**config.mk**
```make
export PLATFORM = sky130hd
export DESIGN_NAME = fdp_top
export DESIGN_NICKNAME = d
export VERILOG_FILES = /design/src/fdp_pkg.sv /design/src/fdp_top.sv
export VERILOG_INCLUDE_DIRS = /design/src /design/src/src
export SDC_FILE = /design/constraint.sdc
export NUM_CORES = 2
export LEC_CHECK = 0
export BUFFER_PORTS_ARGS = -buffer_cell sky130_fd_sc_hd__buf_4
export CAP_MARGIN = 20
export CORE_MARGIN = 1.5
export CORE_UTILIZATION = 63
export DETAILED_ROUTE_END_ITERATION = 7
export PLACE_DENSITY_LB_ADDON = 0.15
export SLEW_MARGIN = 20
export SYNTH_ARGS = -nofsm -noshare
export SYNTH_HDL_FRONTEND = slang
export SYNTH_SLANG_ARGS = --single-unit
```
**constraint.sdc**
```tcl
create_clock -name clk_i -period 14.8 [get_ports clk_i]
set_input_delay 4.44 -clock clk_i [delete_from_list [all_inputs] [get_ports clk_i]]
set_output_delay 4.44 -clock clk_i [all_outputs]
set_load 0.005 [all_outputs]
```
**src/fdp_cfg.svh**
```systemverilog
/*
  Constants of the flyback dimming and protection block: timing figures,
  thresholds and reset values.
  Assumes a 100 MHz core clock and is included by the top module.
*/
`ifndef FDP_CFG_SVH
`define FDP_CFG_SVH
`define FDP_CLK_KHZ      100000
`define FDP_CLK_MHZ      100
`define FDP_RESTART_MS   400
`define FDP_START_MAX_MS 100
`define FDP_DIM_SW_HZ    1000
`define FDP_HSP_US       9823
`define FDP_OCP_BLANK_NS 240
`define FDP_OCP1_MID     8'h36
`define FDP_OCP1_HIGH    8'h48
`define FDP_OCP2_LO_MV   12'h320
`define FDP_OCP2_MID_MV  12'h4b0
`define FDP_OCP2_HI_MV   12'h640
`define FDP_PU_MIN       8'h09
`define FDP_PU_MAX       8'h78
`define FDP_UV_SHIFT     1
`define FDP_DUTY_FULL    8'hff
`define FDP_SP_RST       16'h0000
`define FDP_TON_RST      16'h0000
`endif

```
**src/fdp_pkg.sv**
```systemverilog
/*
  Types of the flyback dimming and protection block.
  Assumes nothing of its surroundings.
*/
package fdp_pkg;
  typedef enum logic [2:0] {
    ST_INIT  = 3'b000,
    ST_START = 3'b001,
    ST_REG   = 3'b010,
    ST_SLEEP = 3'b011,
    ST_MEAS  = 3'b100,
    ST_FAULT = 3'b101
  } fdp_state_e;
  typedef enum logic [1:0] {
    DV_IDLE = 2'b00,
    DV_DUTY = 2'b01,
    DV_NORM = 2'b10
  } fdp_div_e;
  typedef enum logic [1:0] {
    FC_NONE     = 2'b00,
    FC_OCP      = 2'b01,
    FC_UV       = 2'b10,
    FC_START_UV = 2'b11
  } fdp_cause_e;
  typedef struct packed {
    logic       inv;
    logic       quad;
    logic       with_off;
    logic [7:0] hyst;
    logic [7:0] dmin;
    logic [7:0] dmax;
    logic [7:0] doff;
    logic [7:0] don;
  } fdp_dim_cfg_s;
  typedef struct packed {
    logic [15:0] vin;
    logic [15:0] vout;
    logic [15:0] iout;
  } fdp_est_s;
endpackage

```
**src/fdp_top.sv**
```systemverilog
/*
  Dimming, on-time modulation and protection control of a flyback LED
  controller. Expects estimated voltages and current from the sensing path,
  a valley pulse from the zero crossing pin and a synchronous dimming input.
*/
`include "fdp_cfg.svh"
module fdp_top
  import fdp_pkg::*;
#(
  parameter int unsigned RESTART_CYC   = `FDP_RESTART_MS * `FDP_CLK_KHZ,
  parameter int unsigned START_MAX_CYC = `FDP_START_MAX_MS * `FDP_CLK_KHZ,
  parameter int unsigned DIM_SW_CYC    = (`FDP_CLK_KHZ * 1000) / `FDP_DIM_SW_HZ,
  parameter int unsigned HSP_CYC       = `FDP_HSP_US * `FDP_CLK_MHZ,
  parameter int unsigned OCP_BLANK_CYC = (`FDP_OCP_BLANK_NS * `FDP_CLK_MHZ + 999) / 1000
)(
  // clock and reset
  input  wire logic         clk_i,
  input  wire logic         rst_b_i,
  // dimming
  input  wire logic         dim_pwm_i,
  input  wire fdp_dim_cfg_s dim_cfg_i,
  input  wire logic [15:0]  iout_min_i,
  input  wire logic [15:0]  iout_full_i,
  input  wire logic         plim_en_i,
  input  wire logic [31:0]  pout_set_i,
  input  wire logic [7:0]   pullup_code_i,
  // power stage
  input  wire fdp_est_s     est_i,
  input  wire logic         qr1_mode_i,
  input  wire logic [7:0]   input_cap_comp_gain_i,
  input  wire logic [15:0]  ton_base_i,
  input  wire logic         valley_i,
  input  wire logic         line_sync_i,
  input  wire logic [23:0]  line_hsp_cyc_i,
  // protections
  input  wire logic [11:0]  cs_mv_i,
  input  wire logic [7:0]   first_overcurrent_level_i,
  input  wire logic [15:0]  vout_dim_min_i,
  input  wire logic [15:0]  vout_start_i,
  input  wire logic [23:0]  undervoltage_blanking_i,
  // outputs
  output logic              gate_drive_o,
  output logic              sleep_o,
  output logic              light_on_o,
  output logic              fault_o,
  output fdp_cause_e        fault_cause_o,
  output logic [15:0]       iout_set_o,
  output logic [7:0]        duty_o,
  output logic [15:0]       ton_o,
  output logic              enhanced_power_factor_o,
  output logic              pullup_en_o,
  output logic [11:0]       second_overcurrent_level_o
);

  if (RESTART_CYC < 1 || START_MAX_CYC < 1 || DIM_SW_CYC < 2 || HSP_CYC < 256 ||
      HSP_CYC > 24'hffffff || OCP_BLANK_CYC < 1 || OCP_BLANK_CYC > 16'hffff)
  begin : g_chk
    $error("fdp_top: timing parameter out of range");
  end

  // ***********************************************************
  // dimming input period and high time
  // ***********************************************************
  logic        pwm_p;
  logic        pwm_q;
  logic        seen_q;
  logic        prim_q;
  logic        rise;
  logic [19:0] hi_cnt_q;
  logic [19:0] per_cnt_q;

  assign pwm_p = dim_pwm_i ^ dim_cfg_i.inv;
  // no edge until the pin level has been sampled once after reset
  assign rise  = pwm_p & ~pwm_q & prim_q;

  always_ff @(posedge clk_i or negedge rst_b_i)
    if (!rst_b_i)
    begin
      pwm_q     <= 1'b0;
      prim_q    <= 1'b0;
      seen_q    <= 1'b0;
      hi_cnt_q  <= 20'h00000;
      per_cnt_q <= 20'h00000;
    end
    else
    begin
      pwm_q  <= pwm_p;
      prim_q <= 1'b1;
      if (rise)
      begin
        seen_q    <= 1'b1;
        hi_cnt_q  <= 20'h00001;
        per_cnt_q <= 20'h00001;
      end
      else
      begin
        if (per_cnt_q != 20'hfffff)
          per_cnt_q <= per_cnt_q + 20'h00001;
        if (pwm_p && hi_cnt_q != 20'hfffff)
          hi_cnt_q <= hi_cnt_q + 20'h00001;
      end
    end

  // ***********************************************************
  // serial divider: duty, then normalised duty
  // ***********************************************************
  fdp_div_e    dv_q;
  logic [20:0] rem_q;
  logic [20:0] rem2;
  logic [19:0] den_q;
  logic [7:0]  quo_q;
  logic [2:0]  cnt_q;
  logic        div_bit;
  logic        div_done;
  logic        duty_done;
  logic [7:0]  q_fin;
  logic [7:0]  duty_q;
  logic [7:0]  raw_q;
  logic [7:0]  duty_d;
  logic [7:0]  hdiff;
  logic [7:0]  nnum;
  logic        meas_q;

  assign rem2      = {rem_q[19:0], 1'b0};
  assign div_bit   = rem2 >= {1'b0, den_q};
  assign div_done  = (dv_q != DV_IDLE) && (cnt_q == 3'h7);
  assign duty_done = div_done && (dv_q == DV_DUTY);
  assign q_fin     = {quo_q[6:0], div_bit};
  assign hdiff     = (q_fin > duty_q) ? q_fin - duty_q : duty_q - q_fin;
  assign duty_d    = (hdiff > dim_cfg_i.hyst) ? q_fin : duty_q;
  assign nnum      = (duty_d > dim_cfg_i.dmin) ? duty_d - dim_cfg_i.dmin : 8'h00;

  always_ff @(posedge clk_i or negedge rst_b_i)
    if (!rst_b_i)
    begin
      dv_q  <= DV_IDLE;
      rem_q <= 21'h000000;
      den_q <= 20'h00000;
      quo_q <= 8'h00;
      cnt_q <= 3'h0;
    end
    else if (dv_q == DV_IDLE)
    begin
      if (rise && seen_q)
      begin
        rem_q <= {1'b0, hi_cnt_q};
        den_q <= per_cnt_q;
        quo_q <= 8'h00;
        cnt_q <= 3'h0;
        dv_q  <= DV_DUTY;
      end
    end
    else
    begin
      rem_q <= div_bit ? rem2 - {1'b0, den_q} : rem2;
      quo_q <= q_fin;
      cnt_q <= cnt_q + 3'h1;
      if (duty_done)
      begin
        rem_q <= {13'h0000, nnum};
        den_q <= {12'h000, dim_cfg_i.dmax - dim_cfg_i.dmin};
        quo_q <= 8'h00;
        dv_q  <= DV_NORM;
      end
      else if (div_done)
        dv_q <= DV_IDLE;
    end

  always_ff @(posedge clk_i or negedge rst_b_i)
    if (!rst_b_i)
    begin
      duty_q <= 8'h00;
      raw_q  <= 8'h00;
      meas_q <= 1'b0;
    end
    else
    begin
      meas_q <= duty_done;
      if (duty_done)
      begin
        raw_q  <= q_fin;
        duty_q <= duty_d;
      end
    end

  // ***********************************************************
  // dimming curve and power limit
  // ***********************************************************
  logic [7:0]  x_q;
  logic [15:0] xsq;
  logic [7:0]  xe;
  logic [15:0] span;
  logic [23:0] sprod;
  logic [15:0] curve;
  logic [31:0] pprod;
  logic        over;
  logic [15:0] sp_q;
  logic        ph_tick;

  always_ff @(posedge clk_i or negedge rst_b_i)
    if (!rst_b_i)
      x_q <= 8'h00;
    else if (div_done && dv_q == DV_NORM)
    begin
      if (duty_q <= dim_cfg_i.dmin)
        x_q <= 8'h00;
      else if (duty_q >= dim_cfg_i.dmax)
        x_q <= `FDP_DUTY_FULL;
      else
        x_q <= q_fin;
    end

  assign xsq   = x_q * x_q;
  assign xe    = dim_cfg_i.quad ? xsq[15:8] : x_q;
  assign span  = (iout_full_i > iout_min_i) ? iout_full_i - iout_min_i : 16'h0000;
  assign sprod = span * xe;
  assign pprod = est_i.vout * est_i.iout;
  assign over  = plim_en_i && (pprod > pout_set_i);

  always_comb
  begin
    curve = iout_min_i + sprod[23:8];
    if (x_q == `FDP_DUTY_FULL)
      curve = iout_full_i;
    if (!dim_cfg_i.with_off && (raw_q < dim_cfg_i.doff || raw_q < dim_cfg_i.dmin))
      curve = iout_min_i;
  end

  always_ff @(posedge clk_i or negedge rst_b_i)
    if (!rst_b_i)
      sp_q <= `FDP_SP_RST;
    else if (over)
    begin
      if (curve < sp_q)
        sp_q <= curve;
      else if (ph_tick && sp_q > iout_min_i)
        sp_q <= sp_q - 16'h0001;
    end
    else
      sp_q <= curve;

  // ***********************************************************
  // half sine period phase
  // ***********************************************************
  logic [23:0] hsp_sel;
  logic [15:0] step;
  logic [15:0] ph_cnt_q;
  logic [7:0]  ph_q;

  assign hsp_sel = line_sync_i ? line_hsp_cyc_i : 24'(HSP_CYC);
  assign step    = (hsp_sel[23:8] == 16'h0000) ? 16'h0001 : hsp_sel[23:8];
  assign ph_tick = ph_cnt_q >= step - 16'h0001;

  always_ff @(posedge clk_i or negedge rst_b_i)
    if (!rst_b_i)
    begin
      ph_cnt_q <= 16'h0000;
      ph_q     <= 8'h00;
    end
    else if (ph_tick)
    begin
      ph_cnt_q <= 16'h0000;
      ph_q     <= ph_q + 8'h01;
    end
    else
      ph_cnt_q <= ph_cnt_q + 16'h0001;

  // ***********************************************************
  // on-time modulation
  // ***********************************************************
  logic        enh_pf;
  logic [16:0] vsum;
  logic [16:0] kd;
  logic [7:0]  k8;
  logic [23:0] corr;
  logic [16:0] tsum;

  assign enh_pf = (input_cap_comp_gain_i != 8'h00) && qr1_mode_i;
  assign vsum = {1'b0, est_i.vout} + {1'b0, est_i.iout};
  assign kd   = (vsum > {1'b0, est_i.vin}) ? vsum - {1'b0, est_i.vin} : 17'h00000;
  assign k8   = kd[16] ? 8'hff : kd[15:8];
  assign corr = input_cap_comp_gain_i * ph_q * k8;
  assign tsum = {1'b0, ton_base_i} + {1'b0, corr[23:8]};

  always_ff @(posedge clk_i or negedge rst_b_i)
    if (!rst_b_i)
    begin
      ton_o                   <= `FDP_TON_RST;
      enhanced_power_factor_o <= 1'b0;
    end
    else
    begin
      enhanced_power_factor_o <= enh_pf;
      if (enh_pf)
        ton_o <= tsum[16] ? 16'hffff : tsum[15:0];
      else
        ton_o <= ton_base_i;
    end

  // ***********************************************************
  // protections
  // ***********************************************************
  fdp_state_e  state_q;
  logic [15:0] ocp_cnt_q;
  logic [23:0] uv_cnt_q;
  logic        cs_hi;
  logic        ocp_trip;
  logic        uv_low;
  logic        uv_trip;

  always_ff @(posedge clk_i or negedge rst_b_i)
    if (!rst_b_i)
      second_overcurrent_level_o <= `FDP_OCP2_LO_MV;
    else if (first_overcurrent_level_i <= `FDP_OCP1_MID)
      second_overcurrent_level_o <= `FDP_OCP2_LO_MV;
    else if (first_overcurrent_level_i <= `FDP_OCP1_HIGH)
      second_overcurrent_level_o <= `FDP_OCP2_MID_MV;
    else
      second_overcurrent_level_o <= `FDP_OCP2_HI_MV;

  assign cs_hi    = gate_drive_o && (cs_mv_i > second_overcurrent_level_o);
  assign ocp_trip = cs_hi && (ocp_cnt_q >= 16'(OCP_BLANK_CYC));
  assign uv_low   = (state_q == ST_REG) &&
                    (est_i.vout < (vout_dim_min_i >> `FDP_UV_SHIFT));
  assign uv_trip  = uv_low && (uv_cnt_q >= undervoltage_blanking_i);

  always_ff @(posedge clk_i or negedge rst_b_i)
    if (!rst_b_i)
    begin
      ocp_cnt_q <= 16'h0000;
      uv_cnt_q  <= 24'h000000;
    end
    else
    begin
      ocp_cnt_q <= (cs_hi && !ocp_trip) ? ocp_cnt_q + 16'h0001 : 16'h0000;
      uv_cnt_q  <= (uv_low && !uv_trip) ? uv_cnt_q + 24'h000001 : 24'h000000;
    end

  // ***********************************************************
  // operating state
  // ***********************************************************
  fdp_state_e  st_d;
  logic [31:0] tmr_q;
  logic        charged;

  assign charged = est_i.vout >= vout_start_i;

  always_comb
  begin
    st_d = state_q;
    case (state_q)
      ST_INIT:
        if (meas_q)
          st_d = (dim_cfg_i.with_off && raw_q <= dim_cfg_i.doff) ? ST_SLEEP : ST_START;
      ST_START:
        if (ocp_trip)
          st_d = ST_FAULT;
        else if (charged)
          st_d = ST_REG;
        else if (tmr_q >= START_MAX_CYC - 1)
          st_d = ST_FAULT;
      ST_REG:
        if (ocp_trip || uv_trip)
          st_d = ST_FAULT;
        else if (meas_q && dim_cfg_i.with_off && raw_q < dim_cfg_i.doff)
          st_d = ST_SLEEP;
      ST_SLEEP:
        if (tmr_q >= RESTART_CYC - 1)
          st_d = ST_MEAS;
      ST_MEAS:
        if (ocp_trip)
          st_d = ST_FAULT;
        else if (meas_q && charged)
          st_d = (raw_q > dim_cfg_i.don) ? ST_REG : ST_SLEEP;
      ST_FAULT:
        if (tmr_q >= RESTART_CYC - 1)
          st_d = ST_START;
      default:
        st_d = ST_INIT;
    endcase
  end

  always_ff @(posedge clk_i or negedge rst_b_i)
    if (!rst_b_i)
    begin
      state_q       <= ST_INIT;
      tmr_q         <= 32'h00000000;
      sleep_o       <= 1'b0;
      light_on_o    <= 1'b0;
      fault_o       <= 1'b0;
      fault_cause_o <= FC_NONE;
    end
    else
    begin
      state_q    <= st_d;
      tmr_q      <= (st_d != state_q) ? 32'h00000000 : tmr_q + 32'h00000001;
      sleep_o    <= st_d == ST_SLEEP;
      light_on_o <= st_d == ST_REG || st_d == ST_START;
      fault_o    <= st_d == ST_FAULT;
      if (st_d == ST_FAULT && state_q != ST_FAULT)
        fault_cause_o <= ocp_trip ? FC_OCP : (uv_trip ? FC_UV : FC_START_UV);
    end

  // ***********************************************************
  // gate drive
  // ***********************************************************
  logic [31:0] sw_cnt_q;
  logic        sw_tick;
  logic [15:0] on_cnt_q;
  logic        gate_start;
  logic        gate_stop;

  assign sw_tick    = sw_cnt_q >= DIM_SW_CYC - 1;
  assign gate_start = ((state_q == ST_START || state_q == ST_REG) && valley_i) ||
                      (state_q == ST_MEAS && sw_tick && !charged);
  assign gate_stop  = (on_cnt_q >= ton_o) || ocp_trip ||
                      !(st_d == ST_START || st_d == ST_REG || st_d == ST_MEAS);

  always_ff @(posedge clk_i or negedge rst_b_i)
    if (!rst_b_i)
      sw_cnt_q <= 32'h00000000;
    else
      sw_cnt_q <= (sw_tick || state_q != ST_MEAS) ? 32'h00000000 : sw_cnt_q + 32'h00000001;

  always_ff @(posedge clk_i or negedge rst_b_i)
    if (!rst_b_i)
    begin
      gate_drive_o <= 1'b0;
      on_cnt_q     <= 16'h0000;
    end
    else if (gate_drive_o)
    begin
      on_cnt_q <= on_cnt_q + 16'h0001;
      if (gate_stop)
      begin
        gate_drive_o <= 1'b0;
        on_cnt_q     <= 16'h0000;
      end
    end
    else if (gate_start && !gate_stop)
    begin
      gate_drive_o <= 1'b1;
      on_cnt_q     <= 16'h0001;
    end

  // ***********************************************************
  // status outputs
  // ***********************************************************
  always_ff @(posedge clk_i or negedge rst_b_i)
    if (!rst_b_i)
    begin
      iout_set_o  <= `FDP_SP_RST;
      duty_o      <= 8'h00;
      pullup_en_o <= 1'b0;
    end
    else
    begin
      iout_set_o  <= sp_q;
      duty_o      <= duty_q;
      pullup_en_o <= pullup_code_i >= `FDP_PU_MIN && pullup_code_i <= `FDP_PU_MAX;
    end

endmodule // fdp_top

```
; ---- Word-level counts from Yosys, hierarchy flattened
; Index checks and enable logic that the tools add are counted.
[word_totals]
wordCells = 233
regBits = 343
output_inout_bits = 60
input_bits = 294
[op_classes]
addsub = 22
muxes = 66
n_bitwise = 4
order_cmp = 29
n_eq_ne = 21
n_reduce_logical = 52
n_mul = 5
[op_table]
columns = op, n
row1 = 16-bit 2-to-1 mux, 14
row2 = 20-bit 2-to-1 mux, 11
row3 = "32-bit by 1-bit adder with 32-bit output, second input constant", 2
row4 = 32-bit 2-to-1 mux, 2
row5 = 8-bit 2-to-1 mux, 7
row6 = "16-bit by 1-bit adder with 16-bit output, second input constant", 3
row7 = 16-bit >= comparator, 3
row8 = 16-bit by 8-bit multiplier with 24-bit output, 2
row9 = 24-bit 2-to-1 mux, 2
row10 = "20-bit by 1-bit adder with 20-bit output, second input constant", 2
row11 = "20-bit inequality test, second input constant", 2
row12 = 3-bit 2-to-1 mux, 12
row13 = 16-bit by 16-bit adder with 17-bit output, 2
row14 = "32-bit by 17-bit >= comparator with 1-bit output, second input constant", 1
row15 = "32-bit by 24-bit >= comparator with 1-bit output, second input constant", 1
row16 = "32-bit by 26-bit >= comparator with 1-bit output, second input constant", 1
row17 = 16-bit greater-than comparator, 2
row18 = 32-bit greater-than comparator, 1
row19 = 8-bit greater-than comparator, 4
row20 = 16-bit by 16-bit multiplier with 32-bit output, 1
row21 = 8-bit by 8-bit multiplier with 16-bit output, 2
row22 = "16-bit by 1-bit subtractor with 16-bit output, second input constant", 2
row23 = 8-bit subtractor, 4
row24 = 1-bit logical AND, 25
row25 = 49 further kinds, 91

; ---- Longest topological paths before layout
[depth]
word_depth = 15
depth_mapped = 65
ltp_nobuf = 63

; ---- Worst setup path before layout
; OpenSTA, ideal clock, no wires.
[synth_path]
path_kind = input port to flip-flop
from = in iout_full_i[0]
to = reg sp_q[10]
setup_ps = 125
setup_slack_ps = 768
required_time_ps = 14675
path_stages = 46
path_buffers = 2
arrival_ps = 13908
path_cell_list = inv_1 > ha_1 > inv_1 > fa_1 > nand3_1 > a211oi_1 > a2111oi_2 > o21a_1 > nor2_1 > clkbuf_1 > nand2_1 > or2_2 > fa_1 > fa_1 > inv_1 > fa_1 > inv_1 > fa_1 > (+10 left out) > xnor2_1 > ha_1 > a21o_1 > a21oi_1 > o21ai_1 > o41ai_1 > o21ai_1 > a21o_1 > a21oi_1 > xnor3_1 > o311ai_4 > ha_1 > nand4_1 > a211oi_1 > o21ai_0 > a21oi_1 > buf_2 > mux2_2
[synth_between]
elab_chain_cells = 9
word_cells_on_any_way = 11
cone_classes = add/sub: 2 / mul: 1 / order compare: 2 / eq/ne: 1 / mux: 5
[synth_lines]
columns = item, line
row1 = start: declaration, fdp_top.sv:23  ; input wire logic [15:0] iout_full_i,
row2 = 16-bit subtractor or 16-bit greater-than comparator (tied branches), fdp_top.sv:215  ; assign span = (iout_full_i > iout_min_i) ? iout_full_i - iout_min_i : 16'h0000;
row3 = 16-bit 2-to-1 mux, fdp_top.sv:215
row4 = 16-bit by 8-bit multiplier with 24-bit output, fdp_top.sv:216  ; assign sprod = span * xe;
row5 = 16-bit adder, fdp_top.sv:222  ; curve = iout_min_i + sprod[23:8];
row6 = 16-bit 2-to-1 mux *, fdp_top.sv:223  ; if (x_q == `FDP_DUTY_FULL)
row7 = 16-bit 2-to-1 mux *, fdp_top.sv:225  ; if (!dim_cfg_i.with_off && (raw_q < dim_cfg_i.doff || raw_q < dim_cfg_i.dmin))
row8 = 16-bit < comparator, fdp_top.sv:234  ; if (curve < sp_q)
row9 = 16-bit 2-to-1 mux, fdp_top.sv:234
row10 = 16-bit 2-to-1 mux, fdp_top.sv:232  ; else if (over)
row11 = end signal: assignment, fdp_top.sv:231  ; sp_q <= `FDP_SP_RST;
row12 = end signal: assignment, fdp_top.sv:235  ; sp_q <= curve;
row13 = end signal: assignment, fdp_top.sv:237  ; sp_q <= sp_q - 16'h0001;
row14 = end: declaration, fdp_top.sv:197  ; logic [15:0] sp_q;
; Every way passes the cells marked *; elsewhere a longest branch is shown, timed or not.
; A chain may end at the register's enable or synchronous reset.

; ---- Final worst setup path
[layout_path]
from = in est_i[0] (netlist bit)
to = reg ton_o[15]
[layout_between]
elab_chain_cells = 8
word_cells_on_any_way = 9
cone_classes = add/sub: 3 / mul: 1 / order compare: 1 / mux: 4
[layout_lines]
columns = item, line
row1 = start: declaration, fdp_top.sv:28  ; input wire fdp_est_s est_i,
row2 = 16-bit by 16-bit adder with 17-bit output *, fdp_top.sv:279  ; assign vsum = {1'b0, est_i.vout} + {1'b0, est_i.iout};
row3 = 17-bit by 16-bit subtractor with 17-bit output or 17-bit by 16-bit greater-than comparator with 1-bit output (tied branches), fdp_top.sv:280  ; assign kd = (vsum > {1'b0, est_i.vin}) ? vsum - {1'b0, est_i.vin} : 17'h00000;
row4 = 17-bit 2-to-1 mux *, fdp_top.sv:280
row5 = 8-bit 2-to-1 mux *, fdp_top.sv:281  ; assign k8 = kd[16] ? 8'hff : kd[15:8];
row6 = 16-bit by 8-bit multiplier with 24-bit output *, fdp_top.sv:282  ; assign corr = input_cap_comp_gain_i * ph_q * k8;
row7 = 16-bit by 16-bit adder with 17-bit output *, fdp_top.sv:283  ; assign tsum = {1'b0, ton_base_i} + {1'b0, corr[23:8]};
row8 = 16-bit 2-to-1 mux *, fdp_top.sv:295  ; ton_o <= tsum[16] ? 16'hffff : tsum[15:0];
row9 = 16-bit 2-to-1 mux *, fdp_top.sv:294  ; if (enh_pf)
row10 = end signal: assignment, fdp_top.sv:288  ; ton_o <= `FDP_TON_RST;
row11 = end signal: assignment, fdp_top.sv:295
row12 = end signal: assignment, fdp_top.sv:297  ; ton_o <= ton_base_i;
row13 = end: declaration, fdp_top.sv:49  ; output logic [15:0] ton_o,
; Marks and branches as above.

==> qor.yml <==
floorplan:
  die_x_um: 268.9
  dieArea_mm2: 0.07233
  boundaryPins: 354
  coreArea_mm2: 0.07003
  dieHeight_um: 268.9
  row_count: 97
  initial_utilization_pct: 63.62
run:
  maxCapViolCount: 0
clock_tree:
  cts_buffer_depth: 3
  tritoncts: "yes"
  post-cts-setup-buffers: 0
  htreeDepth: 2
  clk_pin_slew_ns: 0.06
  insertion_delay_ns: 0.61
  cts_buffers: 40
  root_buffer: "clkbuf_16"
  cts_sinks: 337
synth:
  async_flop_share_pct: 100.0
  yosysTopAreaCell: "fa_1"
  yosysTopAreaCellShare_pct: 19.28
  yosysWarnings: 0
  synth_ff_type: "dfrtp_1"
  ys_types: 94
  synth_enable_flop_cells: 0
  ys_ff_latch: 337
  syn_area_mm2: 0.04456
  netlist_instances: 5110
  synth_seq_area_share_pct: 18.94
  synth.area.top_cells: "fa_1 (19%), dfrtp_1 (19%), ha_1 (17%)"
  avgSynthCellArea_um2: 8.719
sta:
  tightest_slew_ns: 1.024
  min_period_over_period_pct: 95.34
  setup_viol: 0
  drv_slew: 0
  fmax_mhz: 70.87
  fin_skew_ns: 0.05163
  finalCriticalPeriod_ns: 14.11
  rsz0062_at_grt: "false"
  hold_viol: 0
  setup_tns_ns: 0
  slew_headroom_pct: 31.42
final_layout:
  final_cell_count_no_fill: 6427
  area_growth_pct: 11.67
  fill_cells: 5589
  drive_gt1_share_pct: 10.23
  mostFrequentLayoutCell: "inv_1"
  seqCellArea_mm2: 0.008437
  nets: 6778
  final_cell_mix: "inv_1 (789), ha_1 (600), nand2_1 (491)"
  final_cell_area_mm2: 0.04976
  multi_input_area_mm2: 0.03275
placement:
  dp_hpwl_um: 89260
  gp_congestion: 0.9212
  placement.cell_area_mm2: 0.04839
  dp.cells: 6353
  portBuffers: 339
drt:
  drt_wl_total_um: 110500
  viasPerCell: 5.665
  drtAntennaViolNets: 0
  drc: 0
  post_drt_wl_per_cell_um: 17.19
  via_count: 36410
  drt-pass1-iter-count: 6
  drt_first_iter_violations: 2227
global_routing:
  antenna_found_initial: 3
  grt_pass1_vias: 37040
  grt_pass1_wl_um: 182000
  grt_max_degree: 81
  grtUsageTotal_pct: 31.39
  overflow: 0
outcome:
  status: "finished clean"
worst_setup_path:
  cpPeakStageDelay_ns: 0.51
  worstPathRequired_ns: 15.24
  crit_path_end_kind: "flop"
  crit_type: "primary input to flop"
  reg2reg_from: "x_q[2]"
  worst_path_most_repeated_cell: "a21oi_1"
  crit_path_max_fanout: 16
  cp-endpoint: "ton_o[15]"
  worst_ep_arrival_time_ns: 14.55
  r2r_cells: 57
  critPathSlowestCell: "fa_1"
  critical_path.startpoint: "est_i[0]"
  start_kind: "primary input"
  r2r_slack_ns: 0.99
  r2r_end: "sp_q[3]"
min_path:
  min_path_type: "flop to flop"
[logic make-up after synthesis]
kind of cell               synth area share (%)
and+or+nand+nor                           17.48
adders and majority gates                 36.12
buffers and inverters                     7.905
AOI/OAI and AO/OA                         11.66
DFF                                       18.94
xor gates and xnor gates                  6.420
muxes                                     1.455
other                                   0.01686
[critical path: cells and delay by family]
family / cells / cell delay [ns]
adders and majority gates: 9 / 3.55
AOI/OAI and AO/OA: 25 / 4.62
xor gates and xnor gates: 2 / 0.27
and+or+nand+nor: 6 / 0.94
buffers and inverters: 5 / 0.69
[registers in the layout, indices dropped and copies added (netlist names), 20 cells and up]
signal	flops
tmr_q	32
den_q	20
rem_q	20
hi_cnt_q	20
per_cnt_q	20
uv_cnt_q	24
sw_cnt_q	32
[cells in the mapped netlist, drive strengths merged (25+ instances only)]
library cell and number:
mux2i 42, dfrtp 334, nand3 103, nor2 469, inv 790, nor3 53, nand4 75, xor2 139
or2 33, and3 51, clkbuf 118, o21bai 25, o21ai 173, and2 150, nand2b 62, fa 429
a21oi 211, a211oi 25, ha 600, nor4 26, a21o 139, nor2b 74, xnor2 185, nand2 492
[area by class of cell]
cell class                 instances  area share, %
multi-input combinational       3878          65.83
sequential                       337          16.96
timing repair buffer             408          6.179
inverter                         790          5.960
tap                              940          2.364
clock buffer                      53          2.210
clock inverter                    19         0.4929
antenna                            2        0.01006
[worst min path at each step]
stage	cells after the start	slack, ns	endpoint	from
2_1_floorplan	0	0.38	iout_set_o[10]	sp_q[10]
3_3_place_gp	0	0.44	iout_set_o[15]	sp_q[15]
3_5_place_dp	0	0.44	iout_set_o[15]	sp_q[15]
4_1_cts	0	0.46	iout_set_o[15]	sp_q[15]
5_1_grt	0	0.46	iout_set_o[15]	sp_q[15]
6_report	0	0.45	iout_set_o[15]	sp_q[15]
[metrics by stage]
step / setup WS, ns / hold WS (ns) / util, %
after CTS: 0.4942 / 0.4566 / 71.02
after global routing: 0.003668 / 0.4629 / 71.05
after detailed placement: -0.03835 / 0.4428 / 69.10
after floorplan: 0.7676 / 0.3775 / -
final: 0.6897 / 0.4492 / 71.05
after global placement: 0.1150 / 0.4439 / 69.10
[layer usage]
metal	global-route usage (%)	vias up	routed length, µm
met5	0	-	13
met4	10.98	2	3898
met3	5.616	222	7659
met2	52.95	1119	52440
met1	40.63	17640	46450
li1	-	17420	-
[timing repair]
| action | in CTS | in global routing |
|---|---|---|
| gates resized for setup | 0 | 3 |
| hold buffers | 0 | 0 |
| endpoints found under the setup margin | 0 | 28 |
Power is not shown: default switching activity piles up to over one toggle a cycle in this logic, so the estimate is an artifact.
